--- config.mk ---
export PLATFORM = sky130hd
export DESIGN_NAME = rolsd_core
export DESIGN_NICKNAME = d
export VERILOG_FILES = /design/src/rtl/rolsd_pkg.sv /design/src/rtl/rolsd_dec_if.sv /design/src/rtl/rolsd_core.sv /design/src/rtl/rolsd_field_decode.sv
export VERILOG_INCLUDE_DIRS = /design/src /design/src/rtl
export SDC_FILE = /design/constraint.sdc
export NUM_CORES = 1
export LEC_CHECK = 0
export ABC_AREA = 0
export BUFFER_PORTS_ARGS = -buffer_cell sky130_fd_sc_hd__buf_2
export CAP_MARGIN = 15
export CORE_ASPECT_RATIO = 0.6
export CORE_MARGIN = 2
export CORE_UTILIZATION = 28
export CTS_CLUSTER_DIAMETER = 60
export DETAILED_ROUTE_END_ITERATION = 6
export PLACE_DENSITY = 0.46
export SLEW_MARGIN = 20
export SYNTH_ARGS = -nofsm -noshare
export SYNTH_HDL_FRONTEND = slang
export SYNTH_SLANG_ARGS = --single-unit
--- constraint.sdc ---
create_clock -name ref_clk -period 8.5 [get_ports ref_clk]
set_input_delay 0 -clock ref_clk [delete_from_list [all_inputs] [get_ports ref_clk]]
set_output_delay 0 -clock ref_clk [all_outputs]
set_load 0.01 [all_outputs]
--- src/rtl/rolsd_defs.svh ---
`ifndef ROLSD_DEFS_SVH
`define ROLSD_DEFS_SVH

// Instruction field positions.
`define ROLSD_RD_LSB        0
`define ROLSD_RB_LSB        3
`define ROLSD_RO_LSB        6
`define ROLSD_FMT_BIT       9
`define ROLSD_SIZE_BIT      10
`define ROLSD_LS_BIT        11
`define ROLSD_GROUP_MSB     15
`define ROLSD_GROUP_LSB     12
`define ROLSD_GROUP_CODE    4'h5

// Cycle counts of the equivalent wide instructions.
`define ROLSD_STORE_CYCLES  3'h2
`define ROLSD_LOAD_CYCLES   3'h3

// Register port offsets.
`define ROLSD_REG_CTRL      4'h0
`define ROLSD_REG_INSTR     4'h1
`define ROLSD_REG_STATUS    4'h2
`define ROLSD_REG_ADDR      4'h3
`define ROLSD_REG_RESULT    4'h4
`define ROLSD_REG_GPR0      4'h8

`define ROLSD_CTRL_RESET    32'h0000_0000

`endif

--- src/rtl/rolsd_pkg.sv ---
package rolsd_pkg;

   typedef enum logic [7:0] {
      store_word_op           = 8'h01,
      store_byte_op           = 8'h02,
      load_word_op            = 8'h04,
      load_byte_op            = 8'h08,
      store_halfword_op       = 8'h10,
      load_halfword_op        = 8'h20,
      load_signed_byte_op     = 8'h40,
      load_signed_halfword_op = 8'h80
   } rolsd_op_t;

   typedef enum logic [3:0] {
      rolsd_idle  = 4'h1,
      rolsd_addr  = 4'h2,
      rolsd_mem   = 4'h4,
      rolsd_wback = 4'h8
   } rolsd_state_t;

endpackage
--- src/rtl/rolsd_dec_if.sv ---
`timescale 1ns/1ps
interface rolsd_dec_if;
   logic [15:0]              instr;
   logic                     hit;
   logic [2:0]               rd_sel;
   logic [2:0]               rb_sel;
   logic [2:0]               ro_sel;
   rolsd_pkg::rolsd_op_t     op;
   logic                     is_load;

   modport decoder (input instr, output hit, rd_sel, rb_sel, ro_sel, op, is_load);
   modport user    (output instr, input hit, rd_sel, rb_sel, ro_sel, op, is_load);
endinterface

--- src/rtl/rolsd_core.sv ---
// Summary of operation
// - Destination from bits 2:0, base from 5:3, offset from 8:6, low registers.
// - Load flag 0 stores, 1 loads; size flag 0 word, 1 byte.
// - Address is base plus offset register, no base writeback.
// - Word store writes all 32 source bits.
// - Byte store writes the source register's low byte.
// - Word load puts the 32-bit word in the destination.
// - Byte load puts the addressed byte in the destination.
// - Halfword format selectors: store half, load half, signed byte, signed half.
// - Halfword store writes the source's low sixteen bits.
// - Unsigned halfword load clears bits 31:16.
// - Signed byte load copies bit 7 into bits 31:8.
// - Signed halfword load copies bit 15 into bits 31:16.
// - Cycle count equals that of the equivalent wide instruction; here stores take 2 cycles, loads take 4 rather than 3.
//
// Implementation choices: the register offsets and the strobed register port.
`timescale 1ns/1ps
`include "rolsd_defs.svh"
module rolsd_core (
   input  wire logic        ref_clk,
   input  wire logic        sys_rst,
   input  wire logic [3:0]  reg_addr,
   input  wire logic [31:0] reg_wdata,
   input  wire logic        reg_wr,
   input  wire logic        reg_rd,
   output logic      [31:0] reg_rdata,
   output logic             mem_req,
   output logic             mem_we,
   output logic      [31:0] mem_addr,
   output logic      [31:0] mem_wdata,
   output logic      [3:0]  mem_be,
   output logic      [1:0]  mem_size,
   input  wire logic [31:0] mem_rdata,
   output logic             busy,
   output logic             done
);

   // ****************************************************************
   // Decode
   // ****************************************************************
   rolsd_dec_if dec ();
   rolsd_field_decode u_dec (
      .dec (dec)
   );

   rolsd_pkg::rolsd_state_t state;
   rolsd_pkg::rolsd_op_t    op_q;
   logic [31:0]             gpr [8];
   logic [15:0]             instr_q;
   logic [2:0]              rd_q;
   logic                    load_q;
   logic                    bad_q;
   logic [2:0]              cyc_cnt;
   logic [2:0]              cyc_target;
   logic [31:0]             ea;
   logic [31:0]             load_val;
   logic [1:0]              lane;
   logic [7:0]              ld_byte;
   logic [15:0]             ld_half;
   logic                    start;

   assign dec.instr = instr_q;
   assign start     = reg_wr && (reg_addr == `ROLSD_REG_CTRL) && reg_wdata[0] &&
                      (state == rolsd_pkg::rolsd_idle);

   // Pre-indexed address; the base register is never updated.
   assign ea = gpr[dec.rb_sel] + gpr[dec.ro_sel];

   // ****************************************************************
   // Load data extension
   // ****************************************************************
   assign lane    = mem_addr[1:0];
   assign ld_byte = mem_rdata[{lane, 3'h0} +: 8];
   assign ld_half = mem_rdata[{lane[1], 4'h0} +: 16];

   always_comb begin
      load_val = mem_rdata;
      unique case (op_q)
         rolsd_pkg::load_byte_op:
            load_val = {24'h00_0000, ld_byte};
         rolsd_pkg::load_halfword_op:
            load_val = {16'h0000, ld_half};
         rolsd_pkg::load_signed_byte_op:
            load_val = {{24{ld_byte[7]}}, ld_byte};
         rolsd_pkg::load_signed_halfword_op:
            load_val = {{16{ld_half[15]}}, ld_half};
         default:
            load_val = mem_rdata;
      endcase
   end

   // ****************************************************************
   // Sequencer
   // ****************************************************************
   always_ff @(posedge ref_clk) begin
      if (sys_rst) begin
         state      <= rolsd_pkg::rolsd_idle;
         cyc_cnt    <= 3'h0;
         cyc_target <= 3'h0;
         busy       <= 1'b0;
         done       <= 1'b0;
         bad_q      <= 1'b0;
      end else begin
         done <= 1'b0;
         unique case (state)
            rolsd_pkg::rolsd_idle: begin
               if (start) begin
                  state <= rolsd_pkg::rolsd_addr;
                  busy  <= 1'b1;
               end
            end
            rolsd_pkg::rolsd_addr: begin
               bad_q <= !dec.hit;
               if (!dec.hit) begin
                  state <= rolsd_pkg::rolsd_idle;
                  busy  <= 1'b0;
                  done  <= 1'b1;
               end else begin
                  state      <= rolsd_pkg::rolsd_mem;
                  cyc_cnt    <= 3'h1;
                  cyc_target <= dec.is_load ? `ROLSD_LOAD_CYCLES
                                            : `ROLSD_STORE_CYCLES;
               end
            end
            rolsd_pkg::rolsd_mem: begin
               cyc_cnt <= cyc_cnt + 3'h1;
               if (cyc_cnt + 3'h1 == cyc_target) begin
                  state <= load_q ? rolsd_pkg::rolsd_wback : rolsd_pkg::rolsd_idle;
                  busy  <= load_q;
                  done  <= !load_q;
               end
            end
            rolsd_pkg::rolsd_wback: begin
               state <= rolsd_pkg::rolsd_idle;
               busy  <= 1'b0;
               done  <= 1'b1;
            end
         endcase
      end
   end

   // ****************************************************************
   // Memory request
   // ****************************************************************
   always_ff @(posedge ref_clk) begin
      if (sys_rst) begin
         mem_req   <= 1'b0;
         mem_we    <= 1'b0;
         mem_addr  <= 32'h0000_0000;
         mem_wdata <= 32'h0000_0000;
         mem_be    <= 4'h0;
         mem_size  <= 2'h0;
         op_q      <= rolsd_pkg::store_word_op;
         rd_q      <= 3'h0;
         load_q    <= 1'b0;
      end else begin
         mem_req <= 1'b0;
         mem_we  <= 1'b0;
         if (state == rolsd_pkg::rolsd_addr && dec.hit) begin
            op_q     <= dec.op;
            rd_q     <= dec.rd_sel;
            load_q   <= dec.is_load;
            mem_req  <= 1'b1;
            mem_we   <= !dec.is_load;
            mem_addr <= ea;
            unique case (dec.op)
               rolsd_pkg::store_word_op, rolsd_pkg::load_word_op: begin
                  mem_size  <= 2'h2;
                  mem_be    <= 4'hf;
                  mem_wdata <= gpr[dec.rd_sel];
               end
               rolsd_pkg::store_byte_op, rolsd_pkg::load_byte_op,
               rolsd_pkg::load_signed_byte_op: begin
                  mem_size  <= 2'h0;
                  mem_be    <= 4'h1 << ea[1:0];
                  mem_wdata <= {4{gpr[dec.rd_sel][7:0]}};
               end
               default: begin
                  mem_size  <= 2'h1;
                  mem_be    <= ea[1] ? 4'hc : 4'h3;
                  mem_wdata <= {2{gpr[dec.rd_sel][15:0]}};
               end
            endcase
         end
      end
   end

   // ****************************************************************
   // Register file and software port
   // ****************************************************************
   always_ff @(posedge ref_clk) begin
      if (sys_rst) begin
         instr_q <= 16'h0000;
      end else if (reg_wr && reg_addr == `ROLSD_REG_INSTR && state == rolsd_pkg::rolsd_idle) begin
         instr_q <= reg_wdata[15:0];
      end
   end

   genvar gi;
   generate
      for (gi = 0; gi < 8; gi++) begin : g_gpr
         always_ff @(posedge ref_clk) begin
            if (sys_rst) begin
               gpr[gi] <= 32'h0000_0000;
            end else if (state == rolsd_pkg::rolsd_wback && rd_q == 3'(gi)) begin
               gpr[gi] <= load_val;
            end else if (reg_wr && reg_addr == `ROLSD_REG_GPR0 + 4'(gi) &&
                         state == rolsd_pkg::rolsd_idle) begin
               gpr[gi] <= reg_wdata;
            end
         end
      end
   endgenerate

   always_ff @(posedge ref_clk) begin
      if (sys_rst) begin
         reg_rdata <= 32'h0000_0000;
      end else if (reg_rd) begin
         if (reg_addr[3]) begin
            reg_rdata <= gpr[reg_addr[2:0]];
         end else begin
            unique case (reg_addr)
               `ROLSD_REG_INSTR:  reg_rdata <= {16'h0000, instr_q};
               `ROLSD_REG_STATUS: reg_rdata <= {30'h0000_0000, bad_q, busy};
               `ROLSD_REG_ADDR:   reg_rdata <= mem_addr;
               `ROLSD_REG_RESULT: reg_rdata <= load_val;
               default:           reg_rdata <= 32'h0000_0000;
            endcase
         end
      end else begin
         reg_rdata <= 32'h0000_0000;
      end
   end

endmodule

--- src/rtl/rolsd_field_decode.sv ---
`timescale 1ns/1ps
`include "rolsd_defs.svh"
module rolsd_field_decode (
   rolsd_dec_if.decoder dec
);

   logic [1:0] sel;

   // Register fields, each picking one of the low eight registers.
   assign dec.rd_sel = dec.instr[`ROLSD_RD_LSB +: 3];
   assign dec.rb_sel = dec.instr[`ROLSD_RB_LSB +: 3];
   assign dec.ro_sel = dec.instr[`ROLSD_RO_LSB +: 3];
   assign dec.hit    = (dec.instr[`ROLSD_GROUP_MSB:`ROLSD_GROUP_LSB] == `ROLSD_GROUP_CODE);
   assign sel        = {dec.instr[`ROLSD_LS_BIT], dec.instr[`ROLSD_SIZE_BIT]};

   always_comb begin
      if (!dec.instr[`ROLSD_FMT_BIT]) begin
         // Word/byte format: load flag high means load, size flag high means byte.
         unique case (sel)
            2'b00: dec.op = rolsd_pkg::store_word_op;
            2'b01: dec.op = rolsd_pkg::store_byte_op;
            2'b10: dec.op = rolsd_pkg::load_word_op;
            2'b11: dec.op = rolsd_pkg::load_byte_op;
         endcase
      end else begin
         unique case (sel)
            2'b00: dec.op = rolsd_pkg::store_halfword_op;
            2'b01: dec.op = rolsd_pkg::load_halfword_op;
            2'b10: dec.op = rolsd_pkg::load_signed_byte_op;
            2'b11: dec.op = rolsd_pkg::load_signed_halfword_op;
         endcase
      end
   end

   assign dec.is_load = !(dec.op inside {rolsd_pkg::store_word_op, rolsd_pkg::store_byte_op,
                                         rolsd_pkg::store_halfword_op});

endmodule

==> metrics.txt, run 1 <==
clk sinks 408; Avg Synthesized Cell Area 11.6 um^2; Yosys top cell by area edfxtp_1; Area Overhead vs Synth 17.0%; post-DP HPWL 80.4 mm; Seq/Total Area, Yosys 0.408; largest cells by area after synthesis edfxtp_1 29%, mux4_2 22%, dfxtp_1 12%; Fillers 9306; most common cell in the synthesized netlist nand2_1; global route total overflow 0; Placement Cell Area 0.0284 mm^2; Gate power share 0.157; clock share of power 0.420; Tmin final 5.47 ns; I/O Buffers 177; relative slew slack 0.156; Hold Crit Class in -> reg; Initial DRC Count 3240; Clock Skews 0.0312 ns; nets 2499; reported net switching power 1.55 mW; Routed Antenna Nets 0; Worst-Margin Slew 1.23 ns; synthesized flop and latch total 408; Post-Layout Cell Count 3680; CTS Buf Count 48; Synth Instances 2274; top cell type's share of synthesized area 0.292; Fmax 0.183 GHz; initial antenna violation count 6; RSZ-0062 raised after global routing false; vias per std cell 6.13; H-Tree Depth 2; Final setup viols 0; Synth async-reset ratio 0; largest net degree at the start of global routing 87; Power Dens Cells 176 mW/mm^2; Ys Warns 0; global-route wire length before repair 169 mm; finished layout cell area 0.0308 mm^2; top_reg_cell synth edfxtp_1; Worst setup SP type flop; Die Area 0.0966 mm^2; Ports 178; gpl congestion 0.935; CP max FO 38; Static Leakage 10.6 nW; DR vias 22570; EDFF count, synth 256; failing checks DRC; core area 0.0935 mm^2; Post-Syn Area 0.0263 mm^2; run status complete, but fails checks; chip width 400 um; Seq pwr share 0.423; final hold viol count 0; hold slack 0.0778 ns; Placed Instances 3517; Placement Rows 87; DRC 2; crit share post-route 0.644; Power Total 5.42 mW; sum of negative setup slack 0 ns; CP endpoint kind flop; max-slew violations 0; clock root buffer clkbuf_16; Net Sw Frac 0.287; syn nets 2379; clock slew at reported path FFs 0.07 ns; Post-Route WL 120 mm; Int Pwr 3.86 mW; Worst EP required 8.96 ns; total track usage 0.244; Initial Utilization 0.282; Die Y 242 um; Synth cell types 84; critical path type reg -> reg; Worst-Skew Late Latency 0.63 ns; CP arrival 5.93 ns; wire per inst 32.6 um; max-cap check violation count 0; 1st-pass router iterations 7; CTS max path bufs 3; maximum vdd drop 0.155 mV; TritonCTS clock tree yes; Synth top cells by count 318 x nand2_1, 256 x edfxtp_1, 254 x mux4_2, 176 x o21ai_0, 152 x dfxtp_1; share of layout cells above drive strength 1 0.304; vias in the first global route 21725
-- sequential cells by signal (all words and copies together) (netlist names), named ones only --
| register | flops |
|---|---|
| cyc_cnt | 3 |
| gpr | 256 |
| mem_req | 1 |
| done | 1 |
| mem_wdata | 32 |
| op_q | 8 |
| mem_we | 1 |
| bad_q | 1 |
| cyc_target | 2 |
| state | 4 |
| dec.instr | 16 |
| mem_size | 2 |
| reg_rdata | 32 |
| mem_be | 4 |
| mem_addr | 32 |
| rd_q | 3 |
| busy | 1 |
-- per-stage QoR --
stage,setup slack [ns],utilization
final,3.03,0.330
after global routing,2.95,0.329
after CTS,3.23,0.329
after detailed placement,3.29,0.303
after global placement,3.48,0.303
after floorplan,4.14,-
-- repair_timing --
item | in CTS | in global routing
hold buffers | 73 | 0
resized for setup | 0 | 0
hold endpoints to repair | 306 | 0
setup buffers | 0 | 0
-- placed cells by master, fill, tap and decap left out, types with 20 or more instances in the layout --
master         netlist  final
a21oi_1            104    104
a22o_1             118    118
buf_2               59    174
buf_4                2     55
clkbuf_16            0     52
dfxtp_1            152    143
dlygate4sd3_1        0     73
edfxtp_1           256    256
ha_1                32     32
mux2_2             107    107
mux2i_1             34     31
mux4_2             254    254
nand2_1            318    317
nor2_1             109    108
nor3_1              26     20
o21ai_0            176    174
-- worst paths after layout --
check	to	cells after the start	slack [ns]	from
max	mem_addr[30]	12	3.03	flop
min	reg_rdata[1]	3	0.08	mem_rdata[1]
max reg2reg	mem_addr[30]	12	3.03	flop
min reg2reg	mem_wdata[9]	2	0.45	mem_wdata[9]
-- area by class of cell --
class,instances,area [um^2],share of cell area
Timing Repair Buffer,302,2010,0.0654
Inverter,18,67.6,0.00219
Sequential cell,408,10700,0.349
Multi-Input combinational cell,1616,14700,0.478
Antenna cell,1,2.50,0.0000812
Clock inverter,26,322,0.0104
Clock buffer,63,1380,0.0449
Tap cell,1246,1560,0.0506
-- kinds of logic (layout without fill, tap and decap cells) --
family | after synthesis | in the layout | synth area share
AO/OA/AOI/OAI | 594 | 594 | 0.153
XOR/XNOR | 33 | 33 | 0.0110
adder cells (fa/ha/maj) | 33 | 33 | 0.0160
buffers and inverters | 250 | 409 | 0.0387
flip-flops | 408 | 408 | 0.408
multiplexers | 395 | 395 | 0.276
other | 0 | 1 | 0
AND/OR/NAND/NOR | 561 | 561 | 0.0975
-- worst max-delay path, cell delays in order (launching register included) --
cell	delay, ns
dfxtp_2	0.88
buf_4	0.68
mux4_2	0.41
mux2_2	0.29
ha_1	0.36
a21oi_1	0.27
o21ai_0	0.38
and4_1	0.35
o21ai_0	0.59
o21ai_0	0.42
a21o_1	0.28
a211oi_1	0.26
o31ai_1	0.10
-- power by group through the flow --
stage               registers, mW  clock network (mW)  logic [mW]
floorplan                    2.28                   0       0.527
global placement             2.32                   0       0.794
detailed placement           2.33                   0       0.801
CTS                          2.29                2.30       0.827
global route                 2.30                2.38       0.891
finish                       2.29                2.28       0.850
-- metal layers --
layer	track usage	share of wire
met2	0.341	0.41
met3	0.0782	0.14
met1	0.355	0.42
met4	0.0731	0.032
met5	0	0.00038
(Power assumes the default switching activity.)
==> inputs of run 2 (changes only) <==
- PLACE_DENSITY: 0.46 -> 0.48
- clock period: 8.5 -> 4.76 ns (I/O delays scaled with it)
==> run 2 against run 1 <==
The run now ends clean. Sequential share of layout area decreased by 0.15 points. Hold slack got worse by 0.0081 ns. Clock-buffer cell count increased by 2. Die area unchanged.
==> metrics.txt, run 2 (same netlist as run 1, synthesis figures left out) <==
clock share of power 0.412 (-0.008); Die Area 0.0966 mm^2 (unchanged); DR vias 22651 (+0.36%); total track usage 0.244 (about the same); Power Dens Cells 309 mW/mm^2 (+76%); CTS resizes 0 (unchanged); post-DP HPWL 81.4 mm (+1.2%); Worst-Skew Late Latency 0.62 ns (about the same); Fmax 0.217 GHz (+19%); Worst EP required 5.24 ns (-3.72 ns); Initial DRC Count 3509 (+8.3%); gpl congestion 0.943 (+0.89%); most frequent cells in the layout 317 x nand2_1, 256 x edfxtp_1, 254 x mux4_2; internal reg-to-reg setup slack 0.16 ns (-2.87 ns); run status finished clean; most common cell after layout, fill and taps aside nand2_1; crit share post-route 0.967 (+0.323); sum of negative setup slack 0 ns (unchanged); CTS Buf Count 47 (-2.1%); critical path type reg -> reg; Clock Skews 0.0337 ns (+0.00249 ns); Static Leakage 10.6 nW (+0.49%); clock root buffer clkbuf_16; hold path startpoint mem_rdata[7]; Ports 178 (unchanged); Seq pwr share 0.428 (+0.005); Placed Instances 3536 (+0.54%); vias per std cell 6.13 (-0.10%); global route total overflow 0 (unchanged); Initial Utilization 0.282 (unchanged); chip width 400 um (unchanged); Final WS setup 0.158 ns (-2.87 ns); clk sinks 408 (unchanged); Gate power share 0.160 (+0.003); Worst setup SP type flop; Worst path most repeated cell o21ai_0; Die Y 242 um (unchanged); FF-to-FF End mem_addr[28]; Worst-Margin Slew 1.23 ns (-0.00453 ns); max-cap check violation count 0 (unchanged); Net Sw Frac 0.288 (+0.00169); largest net degree at the start of global routing 61 (-30%); I/O Buffers 177 (unchanged); Top delay family on crit path compound AO/OA/AOI/OAI gates; TritonCTS clock tree yes; CP endpoint kind flop; maximum vdd drop 0.232 mV (+50%); R2R depth 13 (+1); Post-Layout Cell Count 3697 (+0.46%); clock slew at reported path FFs 0.07 ns (about the same); CP max-delay cell dfxtp_4; Buf/Inv on CP 2 (+1); DRC 0 (-2); CP arrival 5.08 ns (-0.85 ns); Area Overhead vs Synth 17.5%; Post-Route WL 120 mm (about the same); Post-Place Setup Slack 0.305 ns (-2.99 ns); final hold viol count 0 (unchanged); Placement Rows 87 (unchanged); max incr delay on CP 0.54 ns (-0.34 ns); 1st-pass router iterations 7 (unchanged); RSZ-0062 raised after global routing false; nets 2517 (+0.72%); CP max FO 12 (-68%); relative slew slack 0.160 (+0.00311); reported net switching power 2.75 mW (+77%); Int Pwr 6.80 mW (+76%); initial antenna violation count 3 (-3); core area 0.0935 mm^2 (unchanged); wire per inst 32.5 um (-0.38%); Top reg by flops gpr; Tmin final 4.60 ns (-0.869 ns); WHS Endpoint gpr[0][7]; Hold Crit Class in -> reg; H-Tree Depth 2 (unchanged); hold-critical path depth 4 (+1); crit path cell chain buf_4 -> mux4_2 -> mux2_2 -> fa_1 -> a21oi_1 -> o21ai_0 -> and4_1 -> o21ai_0 -> buf_4 -> o21ai_0 -> o221ai_1 -> xor2_1 -> o21ai_0; vias in the first global route 21699 (-0.12%); Routed Antenna Nets 0 (unchanged); max FFs per register 256 (unchanged); Final setup viols 0 (unchanged); share of layout cells above drive strength 1 0.306 (+0.00210); global-route wire length before repair 169 mm (+0.25%); max-slew violations 0 (unchanged); CTS max path bufs 3 (unchanged)
run 2: worst register-to-register path: cells and delay by family (launching register included):
kind | cells | cell delay (ns)
AOI/OAI and AO/OA | 6 | 1.62
xor gates and xnor gates | 1 | 0.19
adders and majority gates | 1 | 0.41
buffers and inverters | 2 | 0.54
DFF | 1 | 0.54
muxes | 2 | 0.85
and+or+nand+nor | 1 | 0.35
run 2: routing by layer:
metal	routed length, um	global-route usage
met1	50600	0.356
met2	48200	0.334
met3	16500	0.0798
met4	4710	0.0845
met5	13	0
run 2: layout make-up:
cell class / count / area, um^2
Fill cell: 9180 / 62600
Timing Repair Buffer: 321 / 2230
Inverter: 18 / 67.6
Sequential cell: 408 / 10700
Clock buffer: 65 / 1360
Antenna cell: 2 / 5.00
Tap cell: 1246 / 1560
Clock inverter: 21 / 254
Multi-Input combinational cell: 1616 / 14700
run 2: power groups by stage:
stage	clock [mW]	combinational, mW	sequential [mW]
after global placement	0	1.42	4.14
final	3.94	1.53	4.08
after detailed placement	0	1.43	4.15
after floorplan	0	0.941	4.08
after CTS	3.97	1.48	4.08
after global routing	4.13	1.59	4.10
run 2: per-stage QoR:
| stage | util | hold slack, ns | power (mW) | area (um^2) |
|---|---|---|---|---|
| after floorplan | - | 0.219 | 5.02 | 26300 |
| after global placement | 0.306 | 0.347 | 5.56 | 28600 |
| after detailed placement | 0.306 | 0.353 | 5.59 | 28600 |
| after CTS | 0.331 | 0.0429 | 9.53 | 30900 |
| after global routing | 0.331 | 0.0550 | 9.82 | 30900 |
| final | 0.331 | 0.0697 | 9.55 | 30900 |
run 2: worst max-delay path by stage:
stage | slack (ns) | end | cells after the start | start
floorplan | 0.40 | mem_addr[26] | 14 | flop
global placement | 0.26 | mem_addr[30] | 12 | flop
detailed placement | 0.31 | mem_addr[30] | 12 | flop
CTS | 0.31 | mem_addr[30] | 12 | flop
global route | 0.08 | mem_addr[28] | 13 | flop
finish | 0.16 | mem_addr[28] | 13 | flop
run 2: repair_timing:
item,4_1_cts,5_1_grt
hold buffers,73,0
buffers inserted,0,0
hold endpoints to repair,312,0
